--- src/hw/por_seq_params.svh ---
// Operation
// RULE1: Supervisor holds power-on reset sixteen input clocks.
// RULE2: Stretch internal power-on reset 1024 input clocks.
// RULE3: PLL locks after 6400 divided reference cycles.
// RULE4: Release hard reset 512 reference clocks after lock.
// RULE5: Release soft reset 515 reference clocks after lock.
// RULE6: Board keeps straps stable around power-on release.
// RULE7: Capture fourteen straps when power-on reset releases.
// RULE8: Power-on resets PLL; hard reset implies soft.
// RULE9: Down-counter delays; reassertion restarts whole sequence.
`ifndef POR_SEQ_PARAMS_SVH
`define POR_SEQ_PARAMS_SVH

`define SEQ_CTRL_OFFSET 12'h000
`define SEQ_STATUS_OFFSET 12'h004
`define SEQ_STRAPS_OFFSET 12'h008

`define CTRL_RDF_BIT 0
`define CTRL_RDF_RESET 1'b0

`define STATUS_STATE_LSB 0
`define STATUS_PLL_BIT 3
`define STATUS_HARD_PIN_BIT 4
`define STATUS_SOFT_PIN_BIT 5
`define STATUS_POR_PIN_BIT 6
`define STATUS_REMAIN_LSB 16

`define STRAP_COUNT 14
`define STRAP_RESET 14'h0000
`define STRAP_CFG_MODE 0
`define STRAP_CFG_SLAVE 1
`define STRAP_PORT_SYNC 2
`define STRAP_PORT_WIDE 3
`define STRAP_POSITION_LSB 4
`define STRAP_BOOT_LSB 8
`define STRAP_WATCHDOG 11
`define STRAP_CLKMODE_LSB 12

`define POR_MIN_CYCLES 16
`define STRETCH_CYCLES 1024
`define PLL_LOCK_CYCLES 6400
`define HARD_RELEASE_CYCLES 512
`define SOFT_RELEASE_CYCLES 515

`endif

--- src/hw/por_seq_pkg.sv ---
package por_seq_pkg;

  typedef enum logic [2:0] {
    ST_POR,
    ST_STRETCH,
    ST_PLL_WAIT,
    ST_HARD_HOLD,
    ST_SOFT_HOLD,
    ST_RUN
  } seq_state_t;

endpackage : por_seq_pkg

--- src/hw/delay_down_counter.sv ---
`timescale 1ns/1ps
module delay_down_counter #(
  parameter int unsigned WIDTH = 16
) (
  input wire logic clk,
  input wire logic srst,
  input wire logic load,
  input wire logic [WIDTH-1:0] load_value,
  input wire logic tick,
  output logic expire,
  output logic [WIDTH-1:0] remaining
);

  logic [WIDTH-1:0] count_q;

  initial begin
    if (WIDTH < 2) $error("delay_down_counter: WIDTH too small");
  end

  // A zero load never expires, which parks the counter in idle states.
  assign expire = tick && (count_q == WIDTH'(1));
  assign remaining = count_q;

  always_ff @(posedge clk) begin
    if (srst) begin
      count_q <= '0;
    end else if (load) begin
      count_q <= load_value;
    end else if (tick && count_q != '0) begin
      count_q <= count_q - WIDTH'(1);
    end
  end

endmodule : delay_down_counter

--- src/hw/power_on_reset_sequencer.sv ---
`timescale 1ns/1ps
`include "por_seq_params.svh"
module power_on_reset_sequencer #(
  parameter int unsigned COUNT_WIDTH = 16,
  parameter int unsigned STRETCH_CYCLES = `STRETCH_CYCLES,
  parameter int unsigned PLL_LOCK_CYCLES = `PLL_LOCK_CYCLES,
  parameter int unsigned HARD_RELEASE_CYCLES = `HARD_RELEASE_CYCLES,
  parameter int unsigned SOFT_RELEASE_CYCLES = `SOFT_RELEASE_CYCLES
) (
  input wire logic clk,
  input wire logic srst,
  input wire logic input_clock,
  input wire logic reference_clock,
  input wire logic power_on_reset_n,
  input wire logic hard_reset_n_i,
  output logic hard_reset_n_o,
  output logic hard_reset_n_oe,
  input wire logic soft_reset_n_i,
  output logic soft_reset_n_o,
  output logic soft_reset_n_oe,
  input wire logic config_mode_strap,
  input wire logic config_slave_strap,
  input wire logic slave_port_sync_strap,
  input wire logic slave_port_wide_strap,
  input wire logic [3:0] device_position_code,
  input wire logic [2:0] boot_mode_strap,
  input wire logic watchdog_enable_strap,
  input wire logic [1:0] clock_mode_strap,
  output logic internal_por_n,
  output logic system_pll_reset,
  output logic system_pll_locked,
  output logic cfg_config_mode,
  output logic cfg_config_slave,
  output logic cfg_slave_port_sync,
  output logic cfg_slave_port_wide,
  output logic [3:0] cfg_device_position,
  output logic [2:0] cfg_boot_mode,
  output logic cfg_watchdog_enable,
  output logic [1:0] cfg_clock_mode,
  input wire logic psel,
  input wire logic penable,
  input wire logic pwrite,
  input wire logic [11:0] paddr,
  input wire logic [31:0] pwdata,
  output logic [31:0] prdata,
  output logic pready,
  output logic pslverr
);
  import por_seq_pkg::*;

  localparam int unsigned NS = `STRAP_COUNT;
  localparam int unsigned SYNC_W = 5 + NS;
  localparam logic [COUNT_WIDTH-1:0] STRETCH_LOAD =
    COUNT_WIDTH'(STRETCH_CYCLES);
  localparam logic [COUNT_WIDTH-1:0] PLL_LOAD_1 =
    COUNT_WIDTH'(PLL_LOCK_CYCLES);
  localparam logic [COUNT_WIDTH-1:0] PLL_LOAD_2 =
    COUNT_WIDTH'(2 * PLL_LOCK_CYCLES);
  localparam logic [COUNT_WIDTH-1:0] HARD_LOAD =
    COUNT_WIDTH'(HARD_RELEASE_CYCLES);
  localparam logic [COUNT_WIDTH-1:0] SOFT_LOAD =
    COUNT_WIDTH'(SOFT_RELEASE_CYCLES - HARD_RELEASE_CYCLES);

  initial begin
    if (COUNT_WIDTH > 16) $error("COUNT_WIDTH must fit the status word");
    if (2 * PLL_LOCK_CYCLES >= (1 << COUNT_WIDTH))
      $error("PLL lock count does not fit the counter");
    if (STRETCH_CYCLES == 0 || HARD_RELEASE_CYCLES == 0)
      $error("delay counts must be non-zero");
    if (SOFT_RELEASE_CYCLES <= HARD_RELEASE_CYCLES)
      $error("soft release must follow hard release");
  end

  // Pin synchroniser. The sampled clocks must stay below half of clk.
  logic [SYNC_W-1:0] pin_raw;
  logic [SYNC_W-1:0] meta_q;
  logic [SYNC_W-1:0] sync_q;
  logic [NS-1:0] strap_raw;
  logic [NS-1:0] strap_sync;
  logic in_clk_sync, ref_clk_sync, por_sync;
  logic hard_pin_sync, soft_pin_sync;
  logic in_clk_prev_q, ref_clk_prev_q, por_prev_q;
  logic in_tick, ref_tick, por_rise;

  assign strap_raw = {clock_mode_strap, watchdog_enable_strap,
                      boot_mode_strap, device_position_code,
                      slave_port_wide_strap, slave_port_sync_strap,
                      config_slave_strap, config_mode_strap};
  assign pin_raw = {strap_raw, soft_reset_n_i, hard_reset_n_i,
                    power_on_reset_n, reference_clock, input_clock};

  always_ff @(posedge clk) begin
    if (srst) begin
      meta_q <= '0;
      sync_q <= '0;
    end else begin
      meta_q <= pin_raw;
      sync_q <= meta_q;
    end
  end

  assign in_clk_sync = sync_q[0];
  assign ref_clk_sync = sync_q[1];
  assign por_sync = sync_q[2];
  assign hard_pin_sync = sync_q[3];
  assign soft_pin_sync = sync_q[4];
  assign strap_sync = sync_q[SYNC_W-1:5];

  always_ff @(posedge clk) begin
    if (srst) begin
      in_clk_prev_q <= 1'b0;
      ref_clk_prev_q <= 1'b0;
      por_prev_q <= 1'b0;
    end else begin
      in_clk_prev_q <= in_clk_sync;
      ref_clk_prev_q <= ref_clk_sync;
      por_prev_q <= por_sync;
    end
  end

  assign in_tick = in_clk_sync && !in_clk_prev_q;
  assign ref_tick = ref_clk_sync && !ref_clk_prev_q;
  assign por_rise = por_sync && !por_prev_q;

  // Control register: selects the PLL reference divide factor.
  logic rdf_two_q;
  logic [COUNT_WIDTH-1:0] remaining;
  seq_state_t state_q, state_d;
  logic cnt_tick, cnt_load, cnt_expire;
  logic [COUNT_WIDTH-1:0] cnt_value;

  assign cnt_tick = (state_q == ST_STRETCH || state_q == ST_PLL_WAIT)
                    ? in_tick : ref_tick;
  assign cnt_load = (state_d != state_q);

  always_comb begin
    state_d = state_q;
    // RULE9: restart on reassertion
    if (!por_sync) begin
      state_d = ST_POR;
    end else begin
      unique case (state_q)
        ST_POR: state_d = ST_STRETCH;
        ST_STRETCH: if (cnt_expire) state_d = ST_PLL_WAIT;
        ST_PLL_WAIT: if (cnt_expire) state_d = ST_HARD_HOLD;
        ST_HARD_HOLD: if (cnt_expire) state_d = ST_SOFT_HOLD;
        ST_SOFT_HOLD: if (cnt_expire) state_d = ST_RUN;
        ST_RUN: state_d = ST_RUN;
      endcase
    end
  end

  always_comb begin
    cnt_value = '0;
    unique case (state_d)
      // RULE2: stretch length
      ST_STRETCH: cnt_value = STRETCH_LOAD;
      // RULE3: lock time scales with divide factor
      ST_PLL_WAIT: cnt_value = rdf_two_q ? PLL_LOAD_2 : PLL_LOAD_1;
      // RULE4: hard release after lock
      ST_HARD_HOLD: cnt_value = HARD_LOAD;
      // RULE5: soft release three cycles later
      ST_SOFT_HOLD: cnt_value = SOFT_LOAD;
      ST_POR, ST_RUN: cnt_value = '0;
    endcase
  end

  // RULE9: delays run on one down-counter
  delay_down_counter #(
    .WIDTH(COUNT_WIDTH)
  ) u_delay (
    .clk(clk),
    .srst(srst),
    .load(cnt_load),
    .load_value(cnt_value),
    .tick(cnt_tick),
    .expire(cnt_expire),
    .remaining(remaining)
  );

  always_ff @(posedge clk) begin
    if (srst) begin
      state_q <= ST_POR;
    end else begin
      state_q <= state_d;
    end
  end

  logic por_int_q, pll_reset_q, pll_locked_q, hard_act_q, soft_act_q;

  // RULE8: resets held during power-on
  always_ff @(posedge clk) begin
    if (srst) begin
      por_int_q <= 1'b1;
      pll_reset_q <= 1'b1;
      pll_locked_q <= 1'b0;
      hard_act_q <= 1'b1;
      soft_act_q <= 1'b1;
    end else begin
      por_int_q <= (state_d == ST_POR || state_d == ST_STRETCH);
      pll_reset_q <= (state_d == ST_POR || state_d == ST_STRETCH);
      pll_locked_q <= (state_d == ST_HARD_HOLD ||
                       state_d == ST_SOFT_HOLD || state_d == ST_RUN);
      hard_act_q <= !(state_d == ST_SOFT_HOLD || state_d == ST_RUN);
      soft_act_q <= (state_d != ST_RUN);
    end
  end

  assign internal_por_n = !por_int_q;
  assign system_pll_reset = pll_reset_q;
  assign system_pll_locked = pll_locked_q;
  // Open-drain pins only ever pull low; the board pull-up releases them.
  assign hard_reset_n_o = 1'b0;
  assign hard_reset_n_oe = hard_act_q;
  assign soft_reset_n_o = 1'b0;
  assign soft_reset_n_oe = soft_act_q;

  // Straps and the reset pin share synchroniser depth, so the sample
  // taken on the rising edge lines up with the pin release.
  logic [NS-1:0] strap_q;
  always_ff @(posedge clk) begin
    if (srst) begin
      strap_q <= `STRAP_RESET;
    end else if (por_rise) begin
      // RULE7: capture straps at release
      strap_q <= strap_sync;
    end
  end

  assign cfg_config_mode = strap_q[`STRAP_CFG_MODE];
  assign cfg_config_slave = strap_q[`STRAP_CFG_SLAVE];
  assign cfg_slave_port_sync = strap_q[`STRAP_PORT_SYNC];
  assign cfg_slave_port_wide = strap_q[`STRAP_PORT_WIDE];
  assign cfg_device_position = strap_q[`STRAP_POSITION_LSB +: 4];
  assign cfg_boot_mode = strap_q[`STRAP_BOOT_LSB +: 3];
  assign cfg_watchdog_enable = strap_q[`STRAP_WATCHDOG];
  assign cfg_clock_mode = strap_q[`STRAP_CLKMODE_LSB +: 2];

  // APB slave: read data is prepared in the setup cycle, so every
  // access completes in its first access cycle.
  logic setup_phase, write_access;
  logic [31:0] status_word;
  logic [31:0] prdata_q;
  logic pslverr_q;

  assign setup_phase = psel && !penable;
  assign write_access = psel && penable && pwrite;

  always_comb begin
    status_word = '0;
    status_word[`STATUS_STATE_LSB +: 3] = state_q;
    status_word[`STATUS_PLL_BIT] = pll_locked_q;
    status_word[`STATUS_HARD_PIN_BIT] = hard_pin_sync;
    status_word[`STATUS_SOFT_PIN_BIT] = soft_pin_sync;
    status_word[`STATUS_POR_PIN_BIT] = por_sync;
    status_word[`STATUS_REMAIN_LSB +: COUNT_WIDTH] = remaining;
  end

  always_ff @(posedge clk) begin
    if (srst) begin
      prdata_q <= 32'h0000_0000;
      pslverr_q <= 1'b0;
    end else if (setup_phase) begin
      pslverr_q <= 1'b0;
      case (paddr)
        `SEQ_CTRL_OFFSET: prdata_q <= {31'h0000_0000, rdf_two_q};
        `SEQ_STATUS_OFFSET: prdata_q <= status_word;
        `SEQ_STRAPS_OFFSET: prdata_q <= {{(32 - NS){1'b0}}, strap_q};
        default: begin
          prdata_q <= 32'h0000_0000;
          pslverr_q <= 1'b1;
        end
      endcase
    end
  end

  always_ff @(posedge clk) begin
    if (srst) begin
      rdf_two_q <= `CTRL_RDF_RESET;
    end else if (write_access && paddr == `SEQ_CTRL_OFFSET) begin
      rdf_two_q <= pwdata[`CTRL_RDF_BIT];
    end
  end

  assign prdata = prdata_q;
  assign pready = 1'b1;
  assign pslverr = pslverr_q;

  // Checking helpers: ticks seen in the current state, and the divide
  // factor in force when the current count was loaded.
  logic [COUNT_WIDTH-1:0] phase_ticks_q;
  logic lock_two_q;
  always_ff @(posedge clk) begin
    if (srst || cnt_load) begin
      phase_ticks_q <= '0;
      lock_two_q <= rdf_two_q;
    end else if (cnt_tick) begin
      phase_ticks_q <= phase_ticks_q + COUNT_WIDTH'(1);
    end
  end
endmodule : power_on_reset_sequencer

--- config.mk ---
export PLATFORM = sky130hd
export DESIGN_NAME = power_on_reset_sequencer
export DESIGN_NICKNAME = d
export VERILOG_FILES = /design/src/hw/por_seq_pkg.sv /design/src/hw/delay_down_counter.sv /design/src/hw/power_on_reset_sequencer.sv
export VERILOG_INCLUDE_DIRS = /design/src /design/src/hw
export SDC_FILE = /design/constraint.sdc
export NUM_CORES = 1
export LEC_CHECK = 0
export BUFFER_PORTS_ARGS = -buffer_cell sky130_fd_sc_hd__buf_2
export CAP_MARGIN = 15
export CORE_ASPECT_RATIO = 0.8
export CORE_MARGIN = 1.5
export CORE_UTILIZATION = 46
export DETAILED_ROUTE_END_ITERATION = 12
export PLACE_DENSITY = 0.75
export SETUP_SLACK_MARGIN = 0.3
export SYNTH_ARGS = -nofsm -noshare
export SYNTH_HDL_FRONTEND = slang
export SYNTH_SLANG_ARGS = --single-unit
--- constraint.sdc ---
create_clock -name clk -period 1.9 [get_ports clk]
set_input_delay 0.285 -clock clk [delete_from_list [all_inputs] [get_ports clk]]
set_output_delay 0.285 -clock clk [all_outputs]
set_load 0.01 [all_outputs]
Word-level counts from Yosys, hierarchy flattened
Index checks and enable logic that the tools add are counted.
Widths: inputs -> output; s select.
{ "word_totals": {"register_bits": 112, "in_bits": 68, "out_inout_bits": 55, "elab_cells": 71} }
{ "classes": {"add_sub_neg": 1, "n_eq_ne": 15, "muxes": 13, "reduce_logical": 27} }
{ "ops": {"columns": ["op", "count"], "rows": [
  ["$pmux 32 s3", 1],
  ["$pmux 16 s5", 1],
  ["$mux 16", 2],
  ["$pmux 3 s6", 1],
  ["$eq 16x1->1 const B", 1],
  ["$reduce_bool 16->1", 1],
  ["$sub 16x1->16 const B", 1],
  ["$mux 3", 5],
  ["$mux 14", 1],
  ["$eq 12x3->1 const B", 1],
  ["$eq 12x4->1 const B", 1],
  ["$eq 3x2->1 const B", 4],
  ["$eq 3x3->1 const B", 4],
  ["$logic_not 12->1", 1],
  ["$logic_and 1x1->1", 9],
  ["$eq 3x1->1 const B", 2],
  ["$logic_not 1->1", 6],
  ["$logic_not 3->1", 2],
  ["$logic_or 1x1->1", 5],
  ["$ne 3x3->1", 1],
  ["$ne 3x3->1 const B", 1],
  ["$reduce_or 3->1", 1],
  ["$mux 1", 2],
  ["$reduce_bool 2->1", 1],
  ["$reduce_or 2->1", 1]
]} }

Longest topological paths before layout
Gate-level depths: netlist of the first run.
{ "depth": {"ltp_word": 11, "depth_mapped": 8} }

Hierarchy
A second synthesis of the first run with hierarchy kept.
{ "unflattened": {"hier_cells": 481, "area_unflattened_um2": 4416.7} }
{ "modules_own_cells": {"columns": ["mod", "instances", "cells_per_inst", "area_per_inst_um2", "seq_area_each_um2"], "rows": [
  ["power_on_reset_sequencer", 1, 349, 3369.5, 1881.8],
  ["delay_down_counter", 1, 132, 1047.3, 320.3]
]} }

Worst setup path after synthesis of the first run
No wires, ideal clock.
{ "synth_timing": {"kind": "flip-flop to flip-flop", "startpoint": "register u_delay.count_q[1] (netlist: u_delay.remaining[1])", "endpoint": "register u_delay.count_q[9] (netlist: u_delay.remaining[9])", "setup_ps": 95, "t_arrival_ps": 1831, "required_time_ps": 1805, "path_slack_ps": -26, "path_stages_with_launch": 9, "cell_sequence": "dfxtp_1 -> inv_1 -> ha_1 -> nand3b_1 -> a21oi_1 -> o32ai_1 -> nor2_1 -> a31o_2 -> a221oi_1"} }
{ "synth_via": {"elab_chain_len": 9, "word_cells_on_any_way": 23} }
{ "synth_rtl": {"columns": ["element", "line", "rtl"], "rows": [
  ["from (decl)", "delay_down_counter.sv:14", "logic [WIDTH-1:0] count_q;"],
  ["from (signal assigned)", "delay_down_counter.sv:28", "count_q <= load_value;"],
  ["from (signal assigned)", "delay_down_counter.sv:30", "count_q <= count_q - WIDTH'(1);"],
  ["$eq 16x1->1", "delay_down_counter.sv:21", "assign expire = tick && (count_q == WIDTH'(1));"],
  ["$logic_and 1x1->1", "delay_down_counter.sv:21", null],
  ["$mux 3, on equally long branches", null, null],
  ["$pmux 3 s6", "power_on_reset_sequencer.sv:142", "unique case (state_q)"],
  ["$mux 3", "power_on_reset_sequencer.sv:139", "if (!por_sync) begin"],
  ["$eq 3x3->1 or $logic_not 3->1 (tied branches)", "power_on_reset_sequencer.sv:155", "unique case (state_d)"],
  ["$reduce_or 2->1", "power_on_reset_sequencer.sv:155", null],
  ["$pmux 16 s5", "power_on_reset_sequencer.sv:155", null],
  ["$mux 16", "delay_down_counter.sv:27", "end else if (load) begin"]
]} }
Parallel ways exist; a longest one is shown, timed or not. The select of a mux whose other input is x is not followed.
A chain may end at the register's enable or synchronous reset.

Final worst setup path of the first run
{ "layout_timing": {"startpoint": "register u_delay.count_q[6] (netlist: u_delay.remaining[6])", "endpoint": "register u_delay.count_q[10] (netlist: u_delay.remaining[10])"} }
Same word-level chain as after synthesis.

==> summary.txt, run 1 <==
Clock tree
  – Clock Sink Count: 110
  – Clock-pin slew on the worst setup and hold paths: 0.08 ns
  – Clock Latency Late Sink: 0.35 ns
  – Root buf cell: clkbuf_16
  – # H-tree levels: 3
  – CTS tree: done
  – CTS Buf Count: 9
  – CTS Buffer Depth: 2

Die
  – Chip width: 111 um
  – Die Y: 89.5 um
  – I/O Pins: 123
  – Die footprint: 9940 um^2
  – Site row count: 31
  – Initial Util: 47.4%
  – Core Region: 9080 um^2

STA
  – Clock Skew: 0.00889 ns
  – Maximum clock frequency: 523 MHz
  – Unrepaired setup endpoints after global routing: true
  – Post-route clock period utilization: 101%
  – Final WS setup: -0.0136 ns
  – # setup viols final: 2
  – Slew Limit Headroom: 60.9%
  – Final Max Slew Viols: 0
  – Final min period: 1.91 ns
  – Worst-Margin Slew: 0.586 ns
  – Fin. Hold Viols: 0

Setup path
  – CP required: 2.14 ns
  – Kind of critical path: reg2reg
  – FF-to-FF setup slack: -0.01 ns
  – CP Launch Point: u_delay.remaining[6]
  – Crit. End Element: flop
  – Worst r2r src: u_delay.remaining[6]
  – R2R cell count: 7
  – Crit-path max FO: 5
  – Crit path DAT: 2.16 ns
  – RR Endpoint: u_delay.remaining[10]
  – Worst setup SP type: flop
  – Worst Setup EP: u_delay.remaining[10]

Synth
  – Syn Area/Cell: 9.09 um^2
  – Post-synth ARST share: 0%
  – Unique masters post-synth: 55
  – Sequential-to-total area share from yosys stat: 51.2%
  – Top FF cell, synth: dfxtp_1
  – Post-synth EDFFs: 0
  – Synthesized instance count: 473
  – Mapped Area: 4300 um^2
  – Seq cells post-synth: 110
  – Synth warnings: 0

Layout
  – Fillers: 740
  – Most frequent cells in the layout: dfxtp_1 (94), buf_2 (86), nor2_1 (54)
  – Final nets: 666
  – Finished Cell Area: 5890 um^2
  – Non-filler cells in the finished layout: 715
  – Share of cells above drive strength 1: 37.5%
  – Area grow syn2layout: 37.0%
  – Commonest non-fill, non-tap cell in the layout: dfxtp_1
  – N_diodes: 0

Power
  – Leakage: 2.50 nW
  – Max VDD drop: 0.521 mV
  – Share of total power in the clock network: 34.8%
  – Gate power share: 20.6%
  – Net switching power: 1.60 mW
  – P_int: 3.93 mW
  – Power Dens Cells: 938 nW/um^2
  – Sw frac: 28.9%
  – Part of the power in registers: 44.6%

Detailed routing
  – Routed length per instance: 15.3 um
  – Final WL: 10.9 mm
  – Pre-antenna DRT Iters: 4
  – Via-per-instance ratio: 5.26
  – ANT nets after route: 0
  – DRC Markers: 0
  – Detailed-route via count: 3,760
  – DR iter-0 viols: 238

Placed design
  – Post-placement cell count: 676
  – Pre-CTS WS: -0.150 ns
  – Placer congestion estimate: 0.846
  – DP Wirelength: 7.15 mm
  – Buffers added on ports: 86
  – Placed instance area: 5140 um^2

Run status
  – Failing checks: setup timing
  – Status: finished, violations left

Run
  – Max-Cap Viols: 0

GRT
  – Overflow after GRT: 0
  – Global-route usage over all layers: 21.6%
  – Vias in the first global route: 3,454
  – First-pass GRT wire length: 17.0 mm
  – Largest net degree at the start of global routing: 89
  – Initial antenna violation count: 0

Min path
  – Hold Path Depth: 2
  – Worst min path class: in2reg
[power groups by stage]
| stage | combinational (mW) | sequential, mW | clock (mW) |
|---|---|---|---|
| global placement | 0.797 | 2.52 | 0 |
| floorplan | 0.543 | 2.52 | 0 |
| detailed placement | 0.814 | 2.52 | 0 |
| global route | 1.22 | 2.47 | 2.06 |
| finish | 1.14 | 2.46 | 1.92 |
| CTS | 0.963 | 2.46 | 1.96 |
[layout make-up]
cell class                 instances  area [um^2]  area share (%)
sequential                       110         2240            38.1
multi-input combinational        324         2230            37.9
timing repair buffer             141          918            15.6
clock buffer                       9          225            3.82
tap                              115          144            2.44
clock inverter                     7         93.8            1.59
inverter                           9         33.8           0.574
[cell usage after synthesis, types with 5 or more instances]
master    instances  area share, %
buf_2             5           0.58
xor2_1           11            2.2
nor2b_1          49            7.1
o21ai_1           5           0.58
clkbuf_1         21            1.8
dfxtp_1         110             51
nand3_1          10            1.2
nor2_1           58            5.1
nand2_1          43            3.8
a22oi_1          29            5.1
buf_4             6            1.0
inv_1             9           0.79
nor3_1           14            1.6
a21oi_1          30            3.5
[worst min-delay path by stage]
stage | slack [ns] | from | endpoint
2_1_floorplan | 0.41 | input_clock | meta_q[0]
3_3_place_gp | 0.42 | meta_q[15] | sync_q[15]
3_5_place_dp | 0.42 | meta_q[0] | sync_q[0]
4_1_cts | 0.13 | device_position_code[1] | meta_q[10]
5_1_grt | 0.14 | input_clock | meta_q[0]
6_report | 0.13 | slave_port_sync_strap | meta_q[7]
[per-stage QoR]
| step | hold WS, ns | TNS [ns] | power (mW) | util, % |
|---|---|---|---|---|
| after floorplan | 0.413 | 0 | 3.06 | - |
| after global placement | 0.417 | -0.433 | 3.32 | 56.6 |
| after detailed placement | 0.423 | -1.43 | 3.34 | 56.6 |
| after CTS | 0.128 | 0 | 5.39 | 63.5 |
| after global routing | 0.140 | -0.673 | 5.75 | 64.9 |
| final | 0.134 | -0.0158 | 5.52 | 64.9 |
[what timing repair did]
item / CTS / global route
pin swaps: 24 / 9
resized for setup: 46 / 17
hold buffers: 0 / 0
setup buffers: 18 / 5
endpoints found under the setup margin: 28 / 32
[cells by family after synthesis]
family                   synth area share (%)
AND/OR/NAND/NOR                          24.4
AO/OA/AOI/OAI                            15.4
multiplexers                            0.698
XOR/XNOR                                 2.65
flip-flops                               51.2
adder cells (fa/ha/maj)                 0.873
other                                   0.175
buffers and inverters                    4.51
[flip-flops by register name, summed over array words and instances, names as in the netlist]
signal and flops:
meta_q 19, soft_reset_n_oe 1, u_delay.remaining 16, por_prev_q 1, prdata 30, system_pll_locked 1, hard_reset_n_oe 1, pslverr 1
sync_q 19, ref_clk_prev_q 1, system_pll_reset 1, state_q 3, strap_q 14, rdf_two_q 1, in_clk_prev_q 1
[worst max-delay path: stages (launching register included)]
cell and delay (ns):
dfxtp_4 0.37, or4_4 0.56, nor3_4 0.16, buf_12 0.14, nand3_1 0.07, o21ai_1 0.09, o311ai_1 0.10, a311oi_1 0.31
[layer usage]
layer | global-route usage, % | vias up | wire (um)
met5 | 0 | - | 0
met2 | 35.8 | 113 | 5280
met3 | 4.61 | 16 | 626
met4 | 7.94 | 0 | 178
met1 | 28.4 | 1767 | 4850
li1 | - | 1864 | -
Power figures use the tool's default switching activity.
==> run 2: changes to the inputs <==
--- a/config.mk
+++ b/config.mk
@@ -10,9 +10,9 @@
 export CAP_MARGIN = 15
 export CORE_ASPECT_RATIO = 0.8
 export CORE_MARGIN = 1.5
-export CORE_UTILIZATION = 46
+export CORE_UTILIZATION = 51
 export DETAILED_ROUTE_END_ITERATION = 12
-export PLACE_DENSITY = 0.75
+export PLACE_DENSITY = 0.79
 export SETUP_SLACK_MARGIN = 0.3
 export SYNTH_ARGS = -nofsm -noshare
 export SYNTH_HDL_FRONTEND = slang
==> constraint.sdc (replaced) <==
create_clock -name clk -period 2.2 [get_ports clk]
set_input_delay 0.33 -clock clk [delete_from_list [all_inputs] [get_ports clk]]
set_output_delay 0.33 -clock clk [all_outputs]
set_load 0.01 [all_outputs]
==> run 2 against run 1 <==
  * The run now ends clean
  * Critical path depth unchanged
  * Fmax decreased by 0.92%
  * Via count down 2.3%
  * Sequential power fell by 13%
  * Sequential share of layout area up 3.6 points
  * First-iteration DRC count fell by 5.0%
  * Die area fell by 9.5%
  * Combinational power decreased by 34%
  * Non-clock buffer count fell by 21
==> summary.txt, run 2 (synthesis gave the netlist of run 1 again) <==
Run status
  – Status: completed (was finished, violations left)

STA
  – Final min period: 1.93 ns (was 1.91 ns)
  – Post-route clock period utilization: 87.8% (was 101%)
  – Clock Skew: 0.00818 ns (was 0.00889 ns)
  – Unrepaired setup endpoints after global routing: true (unchanged)
  – Fin. Hold Viols: 0 (unchanged)
  – Total negative setup slack: 0 ns (was -0.0158 ns)
  – Maximum clock frequency: 518 MHz (was 523 MHz)
  – Final Max Slew Viols: 0 (unchanged)
  – Worst-Margin Slew: 0.848 ns (was 0.586 ns)
  – Slew Limit Headroom: 43.5% (was 60.9%)
  – # setup viols final: 0 (was 2)

Die
  – Die footprint: 9000 um^2 (was 9940 um^2)
  – I/O Pins: 123 (unchanged)
  – Chip width: 106 um (was 111 um)
  – Core Region: 8060 um^2 (was 9080 um^2)
  – Die Y: 85.1 um (was 89.5 um)
  – Initial Util: 53.4% (was 47.4%)
  – Site row count: 29 (was 31)

Setup path
  – Crit path DAT: 2.20 ns (was 2.16 ns)
  – Worst setup SP type: flop (unchanged)
  – Slowest Stage Delay on Critical Path: 0.41 ns (was 0.56 ns)
  – Crit-path max FO: 15 (was 5)
  – Critical path's most frequent cell: xnor2_1
  – Crit. End Element: flop (unchanged)
  – Kind of critical path: reg2reg (unchanged)
  – Crit path max-delay cell type: dfxtp_4 (was or4_4)
  – CP required: 2.47 ns (was 2.14 ns)
  – Crit-path cells: xnor2_1 > nor3_1 > a211oi_2 > buf_4 > nor3b_1 > xnor2_1 > nor2_1 (was or4_4 > nor3_4 > buf_12 > nand3_1 > o21ai_1 > o311ai_1 > a311oi_1)

Clock tree
  – Root buf cell: clkbuf_8 (was clkbuf_16)
  – CTS Buf Count: 9 (unchanged)
  – Clock Latency Late Sink: 0.38 ns (was 0.35 ns)
  – Clock Sink Count: 110 (unchanged)
  – Clock-pin slew on the worst setup and hold paths: 0.11 ns (was 0.08 ns)
  – # H-tree levels: 3 (unchanged)
  – CTS tree: done (unchanged)
  – CTS Buffer Depth: 2 (unchanged)

Detailed routing
  – ANT nets after route: 0 (unchanged)
  – Pre-antenna DRT Iters: 5 (was 4)
  – Via-per-instance ratio: 5.35 (was 5.26)
  – DR iter-0 viols: 226 (was 238)
  – Detailed-route via count: 3,674 (was 3,760)
  – DRC Markers: 0 (unchanged)
  – Routed length per instance: 14.3 um (was 15.3 um)
  – Final WL: 9.83 mm (was 10.9 mm)

Placed design
  – Buffers added on ports: 86 (unchanged)
  – Placer congestion estimate: 0.854 (was 0.846)
  – DP Wirelength: 6.63 mm (was 7.15 mm)

Layout
  – Final nets: 645 (was 666)
  – Area grow syn2layout: 24.4% (was 37.0%)
  – Commonest non-fill, non-tap cell in the layout: dfxtp_1 (unchanged)
  – N_diodes: 0 (unchanged)
  – Most frequent cells in the layout: dfxtp_1 (100), buf_2 (86), nor2_1 (58) (was dfxtp_1 (94), buf_2 (86), nor2_1 (54))
  – Max reg flops: 30 (unchanged)
  – Fillers: 676 (was 740)
  – Share of cells above drive strength 1: 29.7% (was 37.5%)

Power
  – Share of total power in the clock network: 29.3% (was 34.8%)
  – Net switching power: 1.20 mW (was 1.60 mW)
  – Sw frac: 29.5% (was 28.9%)
  – Power Dens Cells: 762 nW/um^2 (was 938 nW/um^2)
  – Pwr Total: 4.08 mW (was 5.52 mW)
  – Max VDD drop: 0.463 mV (was 0.521 mV)
  – Part of the power in registers: 52.3% (was 44.6%)
  – P_int: 2.87 mW (was 3.93 mW)
  – Gate power share: 18.4% (was 20.6%)
  – Leakage: 2.28 nW (was 2.50 nW)

GRT
  – Vias in the first global route: 3,249 (was 3,454)
  – Largest net degree at the start of global routing: 89 (unchanged)
  – Global-route usage over all layers: 21.5% (was 21.6%)
  – First-pass GRT wire length: 15.5 mm (was 17.0 mm)
  – Initial antenna violation count: 0 (unchanged)
  – Overflow after GRT: 0 (unchanged)

Min path
  – Worst min path class: in2reg (unchanged)

Run
  – Max-Cap Viols: 0 (unchanged)
## run 2: power groups by stage
stage                     combinational [mW]  clock (mW)  sequential, mW
after floorplan                        0.407           0            2.16
after global placement                 0.561           0            2.16
after detailed placement               0.572           0            2.17
after CTS                              0.654        1.22            2.12
after global routing                   0.811        1.30            2.14
final                                  0.751        1.19            2.13
## run 2: final cells by class
| cell class | count | area, um^2 | area share, % |
|---|---|---|---|
| clock buffers | 9 | 124 | 2.32 |
| inverters | 9 | 33.8 | 0.631 |
| repair buffers | 120 | 702 | 13.1 |
| multi-input cells | 324 | 2040 | 38.2 |
| flip-flops and latches | 110 | 2230 | 41.6 |
| clock inverters | 7 | 83.8 | 1.57 |
| well taps | 108 | 135 | 2.53 |
## run 2: through the flow
step	hold WS, ns	cell area [um^2]	util (%)	instances	setup slack (ns)
finish	0.155	5350	66.4	687	0.269
global route	0.148	5350	66.4	687	0.179
CTS	0.142	5220	64.7	680	0.297
detailed placement	0.422	4890	60.8	658	0.0668
global placement	0.416	4890	60.8	658	0.136
floorplan	0.414	4320	-	476	0.310
## run 2: path summary, 6_finish.rpt
check                                       from  cells past startpoint                   end  slack (ns)
worst max-delay path                  state_q[0]                      7  u_delay.remaining[4]        0.27
worst max register to register        state_q[0]                      7  u_delay.remaining[4]        0.27
worst min-delay path            power_on_reset_n                      2             meta_q[2]        0.16
worst min register to register        sync_q[16]                      2           strap_q[11]        0.44
## run 2: critical path, delay by kind of cell, from the launching register on
kind / cells / cell delay [ns]
xor+xnor: 2 / 0.52
compound gates: 1 / 0.19
flops: 1 / 0.41
buf+inv: 1 / 0.25
simple gates: 3 / 0.46
## run 2: what timing repair did
| item | 4_1_cts | 5_1_grt |
|---|---|---|
| gates cloned | 0 | 0 |
| pin swaps | 10 | 19 |
| endpoints found under the setup margin | 20 | 19 |
| hold buffers | 0 | 0 |
| gates resized for setup | 20 | 21 |
| setup buffers | 6 | 7 |
## run 2: per-layer routing
layer	up-vias	global-route usage [%]	wire, um
li1	1819	-	-
met1	1680	30.4	4710
met2	156	33.5	4350
met3	19	4.07	607
met4	0	7.00	155
met5	-	0	0
==> run 3: changes to the inputs <==
--- a/config.mk
+++ b/config.mk
@@ -10,10 +10,11 @@
 export CAP_MARGIN = 15
 export CORE_ASPECT_RATIO = 0.8
 export CORE_MARGIN = 1.5
-export CORE_UTILIZATION = 51
+export CORE_UTILIZATION = 52
 export DETAILED_ROUTE_END_ITERATION = 12
-export PLACE_DENSITY = 0.79
+export PLACE_DENSITY = 0.8
 export SETUP_SLACK_MARGIN = 0.3
 export SYNTH_ARGS = -nofsm -noshare
 export SYNTH_HDL_FRONTEND = slang
+export SYNTH_HIERARCHICAL = 1
 export SYNTH_SLANG_ARGS = --single-unit
==> run 3 against run 2 <==
  * The run now ends with setup timing left
  * Via count increased by 13%
  * Hold slack lost 0.010 ns
  * First-iteration DRC count rose by 43%
  * Non-clock buffer count grew 39
  * Register-to-register slack worse by 0.80 ns
  * Sequential power shrank 2%
  * Cell count rose by 7.4%
  * Clock-buffer cell count unchanged
  * Routed wire length up 25%
  * Critical path type unchanged
  * Largest cell class is now multi-input gates
  * Highest routed layer unchanged
==> summary.txt, run 3 <==
Run status
  – Status: finished, violations left (was completed)
  – Failing checks: setup timing

Detailed routing
  – Detailed-route via count: 4,153 (was 3,674)
  – Final WL: 12.3 mm (was 9.83 mm)
  – Via-per-instance ratio: 5.63 (was 5.35)
  – DRC Markers: 0 (unchanged)
  – DR iter-0 viols: 324 (was 226)
  – Routed length per instance: 16.7 um (was 14.3 um)
  – ANT nets after route: 0 (unchanged)
  – Pre-antenna DRT Iters: 5 (unchanged)

Clock tree
  – CTS tree: done (unchanged)
  – CTS Buf Count: 9 (unchanged)
  – Clock-pin slew on the worst setup and hold paths: 0.12 ns (was 0.11 ns)
  – # H-tree levels: 3 (unchanged)
  – Clock Sink Count: 110 (unchanged)
  – Root buf cell: clkbuf_8 (unchanged)
  – CTS Hold Bufs: 0 (unchanged)
  – CTS Buffer Depth: 2 (unchanged)
  – Clock Latency Late Sink: 0.39 ns (was 0.38 ns)

GRT
  – Overflow after GRT: 0 (unchanged)
  – Initial antenna violation count: 0 (unchanged)
  – Largest net degree at the start of global routing: 54 (was 89)
  – First-pass GRT wire length: 19.1 mm (was 15.5 mm)
  – Vias in the first global route: 3,824 (was 3,249)
  – Global-route usage over all layers: 26.8% (was 21.5%)

Min path
  – Min-delay src: slave_port_wide_strap (was power_on_reset_n)
  – Hold Path Depth: 2 (unchanged)
  – Hold Crit Endpoint: meta_q[8] (was meta_q[2])
  – Worst min path class: in2reg (unchanged)

Layout
  – Most frequent cells in the layout: dfxtp_1 (104), buf_2 (85), buf_4 (62) (was dfxtp_1 (100), buf_2 (86), nor2_1 (58))
  – Fin util: 73.2% (was 66.4%)
  – Final nets: 696 (was 645)
  – Max reg flops: 30 (unchanged)
  – Commonest non-fill, non-tap cell in the layout: dfxtp_1 (unchanged)
  – Non-filler cells in the finished layout: 738 (was 687)
  – Share of cells above drive strength 1: 36.8% (was 29.7%)
  – N_diodes: 0 (unchanged)
  – Area grow syn2layout: 34.1% (was 24.4%)

Setup path
  – FF-to-FF setup slack: -0.53 ns (was 0.27 ns)
  – Worst setup SP type: flop (unchanged)
  – Crit-path cells: xnor2_4 > o41ai_4 > nand3b_1 > nor4_4 > buf_4 > and4b_1 > o221ai_2 > xnor2_1 > o21ai_2 > inv_2 > buf_4 > nor2_1 > a2111oi_0 (was xnor2_1 > nor3_1 > a211oi_2 > buf_4 > nor3b_1 > xnor2_1 > nor2_1)
  – Kind of critical path: reg2reg (unchanged)
  – Crit path max-delay cell type: dfxtp_4 (unchanged)
  – Slowest Stage Delay on Critical Path: 0.38 ns (was 0.41 ns)
  – CP required: 2.47 ns (about the same)
  – Crit. End Element: flop (unchanged)
  – Crit-path max FO: 7 (was 15)
  – R2R cell count: 13 (was 7)
  – RR Endpoint: u_delay/remaining[15] (was u_delay.remaining[4])
  – Critical path's most frequent cell: buf_4 (was xnor2_1)
  – Crit path DAT: 3.00 ns (was 2.20 ns)
  – Worst r2r src: state_q[0] (unchanged)

STA
  – Worst-Margin Slew: 1.10 ns (was 0.848 ns)
  – Final WS setup: -0.532 ns (was 0.269 ns)
  – Total negative setup slack: -8.62 ns (was 0 ns)
  – Maximum clock frequency: 366 MHz (was 518 MHz)
  – Fin. Hold Viols: 0 (unchanged)
  – # setup viols final: 22 (was 0)
  – Final min period: 2.73 ns (was 1.93 ns)
  – Final Max Slew Viols: 0 (unchanged)
  – Post-route clock period utilization: 124% (was 87.8%)
  – Unrepaired setup endpoints after global routing: true (unchanged)
  – Slew Limit Headroom: 26.7% (was 43.5%)
  – Clock Skew: 0.0166 ns (was 0.00818 ns)

Placed design
  – Post-placement cell count: 710 (was 658)
  – Buffers added on ports: 86 (unchanged)
  – DP Wirelength: 8.07 mm (was 6.63 mm)
  – Placer congestion estimate: 0.942 (was 0.854)

Power
  – Leakage: 2.46 nW (was 2.28 nW)
  – Power Dens Cells: 658 nW/um^2 (was 762 nW/um^2)
  – Share of total power in the clock network: 31.6% (was 29.3%)
  – Net switching power: 1.14 mW (was 1.20 mW)
  – P_int: 2.76 mW (was 2.87 mW)
  – Part of the power in registers: 53.6% (was 52.3%)
  – Sw frac: 29.2% (was 29.5%)
  – Max VDD drop: 0.484 mV (was 0.463 mV)
  – Gate power share: 14.8% (was 18.4%)

Synth
  – Seq cells post-synth: 110 (unchanged)
  – Sequential-to-total area share from yosys stat: 49.9% (was 51.2%)
  – Yosys top cell by area: dfxtp_1 (unchanged)
  – Area contributors post-synth: dfxtp_1 (50%), nor2b_1 (6.4%), nor2_1 (4.0%) (was dfxtp_1 (51%), nor2b_1 (7.1%), a22oi_1 (5.1%))
  – Unique masters post-synth: 60 (was 55)
  – Synth warnings: 6 (was 0)
  – Top FF cell, synth: dfxtp_1 (unchanged)
  – Post-synth EDFFs: 0 (unchanged)
  – Most frequent cells after synthesis: dfxtp_1 (110), nor2_1 (47), nor2b_1 (45) (was dfxtp_1 (110), nor2_1 (58), nor2b_1 (49))
  – Syn Area/Cell: 9.18 um^2 (was 9.09 um^2)
  – Top-area cell type share of the netlist area: 49.9% (was 51.2%)
  – Most common cell in the netlist: dfxtp_1 (unchanged)
  – Synthesized instance count: 481 (was 473)
  – Post-synth ARST share: 0% (unchanged)
  – Mapped Area: 4420 um^2 (was 4300 um^2)

Die
  – Initial Util: 54.6% (was 53.4%)
  – Die footprint: 9060 um^2 (was 9000 um^2)
  – Core Region: 8090 um^2 (was 8060 um^2)
  – Die Y: 85.4 um (was 85.1 um)
  – Chip width: 106 um (about the same)
  – I/O Pins: 123 (unchanged)
  – Site row count: 29 (unchanged)

Run
  – Max-Cap Viols: 0 (unchanged)
## run 3: changes by cell type after synthesis, sizes merged, moves of 5 or more
cell    previous run  this run
nand3             10         3
a311oi             1         8
inv                9        19
o31ai              0         5
a21oi             30        23
a22oi             29        16
a22o               0        12
or3                0         5
a32oi              0         7
nand2             44        38
xor2              11         0
nor2              58        47
or4                3         8
## run 3: power by group through the flow
stage / registers [mW] / clock network, mW / logic [mW]
floorplan: 2.14 / 0 / 0.288
global placement: 2.13 / 0 / 0.477
detailed placement: 2.13 / 0 / 0.488
CTS: 2.09 / 1.26 / 0.527
global route: 2.09 / 1.33 / 0.614
finish: 2.09 / 1.23 / 0.578
## run 3: how the worst max path moves through the flow
stage	start	endpoint	slack, ns
3_3_place_gp	state_q[0]	u_delay/remaining[8]	-0.49
2_1_floorplan	state_q[0]	u_delay/remaining[1]	-0.56
5_1_grt	state_q[0]	u_delay/remaining[5]	-0.65
6_report	state_q[0]	u_delay/remaining[15]	-0.53
3_5_place_dp	state_q[1]	u_delay/remaining[5]	-0.59
4_1_cts	u_delay/remaining[6]	u_delay/remaining[1]	-0.45
## run 3: logic make-up after synthesis
group                    count (synthesis)  share of synthesized area [%]
AND/OR/NAND/NOR                        195                           24.4
AO/OA/AOI/OAI                          111                           18.4
flip-flops                             110                           49.9
buffers and inverters                   56                           5.50
adder cells (fa/ha/maj)                  3                          0.850
other                                    2                          0.170
XOR/XNOR                                 2                          0.397
multiplexers                             2                          0.453
## run 3: stage by stage
stage | hold WS (ns) | worst slack, ns | total power, mW | instance area (um^2)
final | 0.145 | -0.532 | 3.90 | 5920
after global routing | 0.136 | -0.648 | 4.04 | 5920
after CTS | 0.134 | -0.448 | 3.87 | 5800
after detailed placement | 0.425 | -0.592 | 2.62 | 5370
after global placement | 0.418 | -0.488 | 2.60 | 5370
after floorplan | 0.414 | -0.562 | 2.43 | 4550
## run 3: repair_timing
action	in CTS	in global routing
gates resized for setup	39	17
setup endpoints to repair	23	23
cloned	1	0
pin swaps	11	3
hold endpoints to repair	0	0
setup buffers	8	3
## run 3: layout make-up
cell class                 count  area, um^2
clock buffer                   9         124
clock inverter                 7        86.3
fill                         558        2170
inverter                      19        71.3
multi-input combinational    326        2260
sequential                   110        2210
tap                          108         135
timing repair buffer         159        1030
## run 3: layer usage
metal	wire, um	GRT usage (%)	vias up
met1	5550	37.1	1977
li1	-	-	1976
met4	164	6.27	0
met5	0	0	-
met2	5710	43.4	185
met3	872	5.53	15
## run 3: critical path, delay by kind of cell, from the launching register on
family | cells | cell delay [ns]
XOR/XNOR | 2 | 0.38
AND/OR/NAND/NOR | 4 | 0.64
buffers and inverters | 3 | 0.46
flip-flops | 1 | 0.38
AO/OA/AOI/OAI | 4 | 0.75
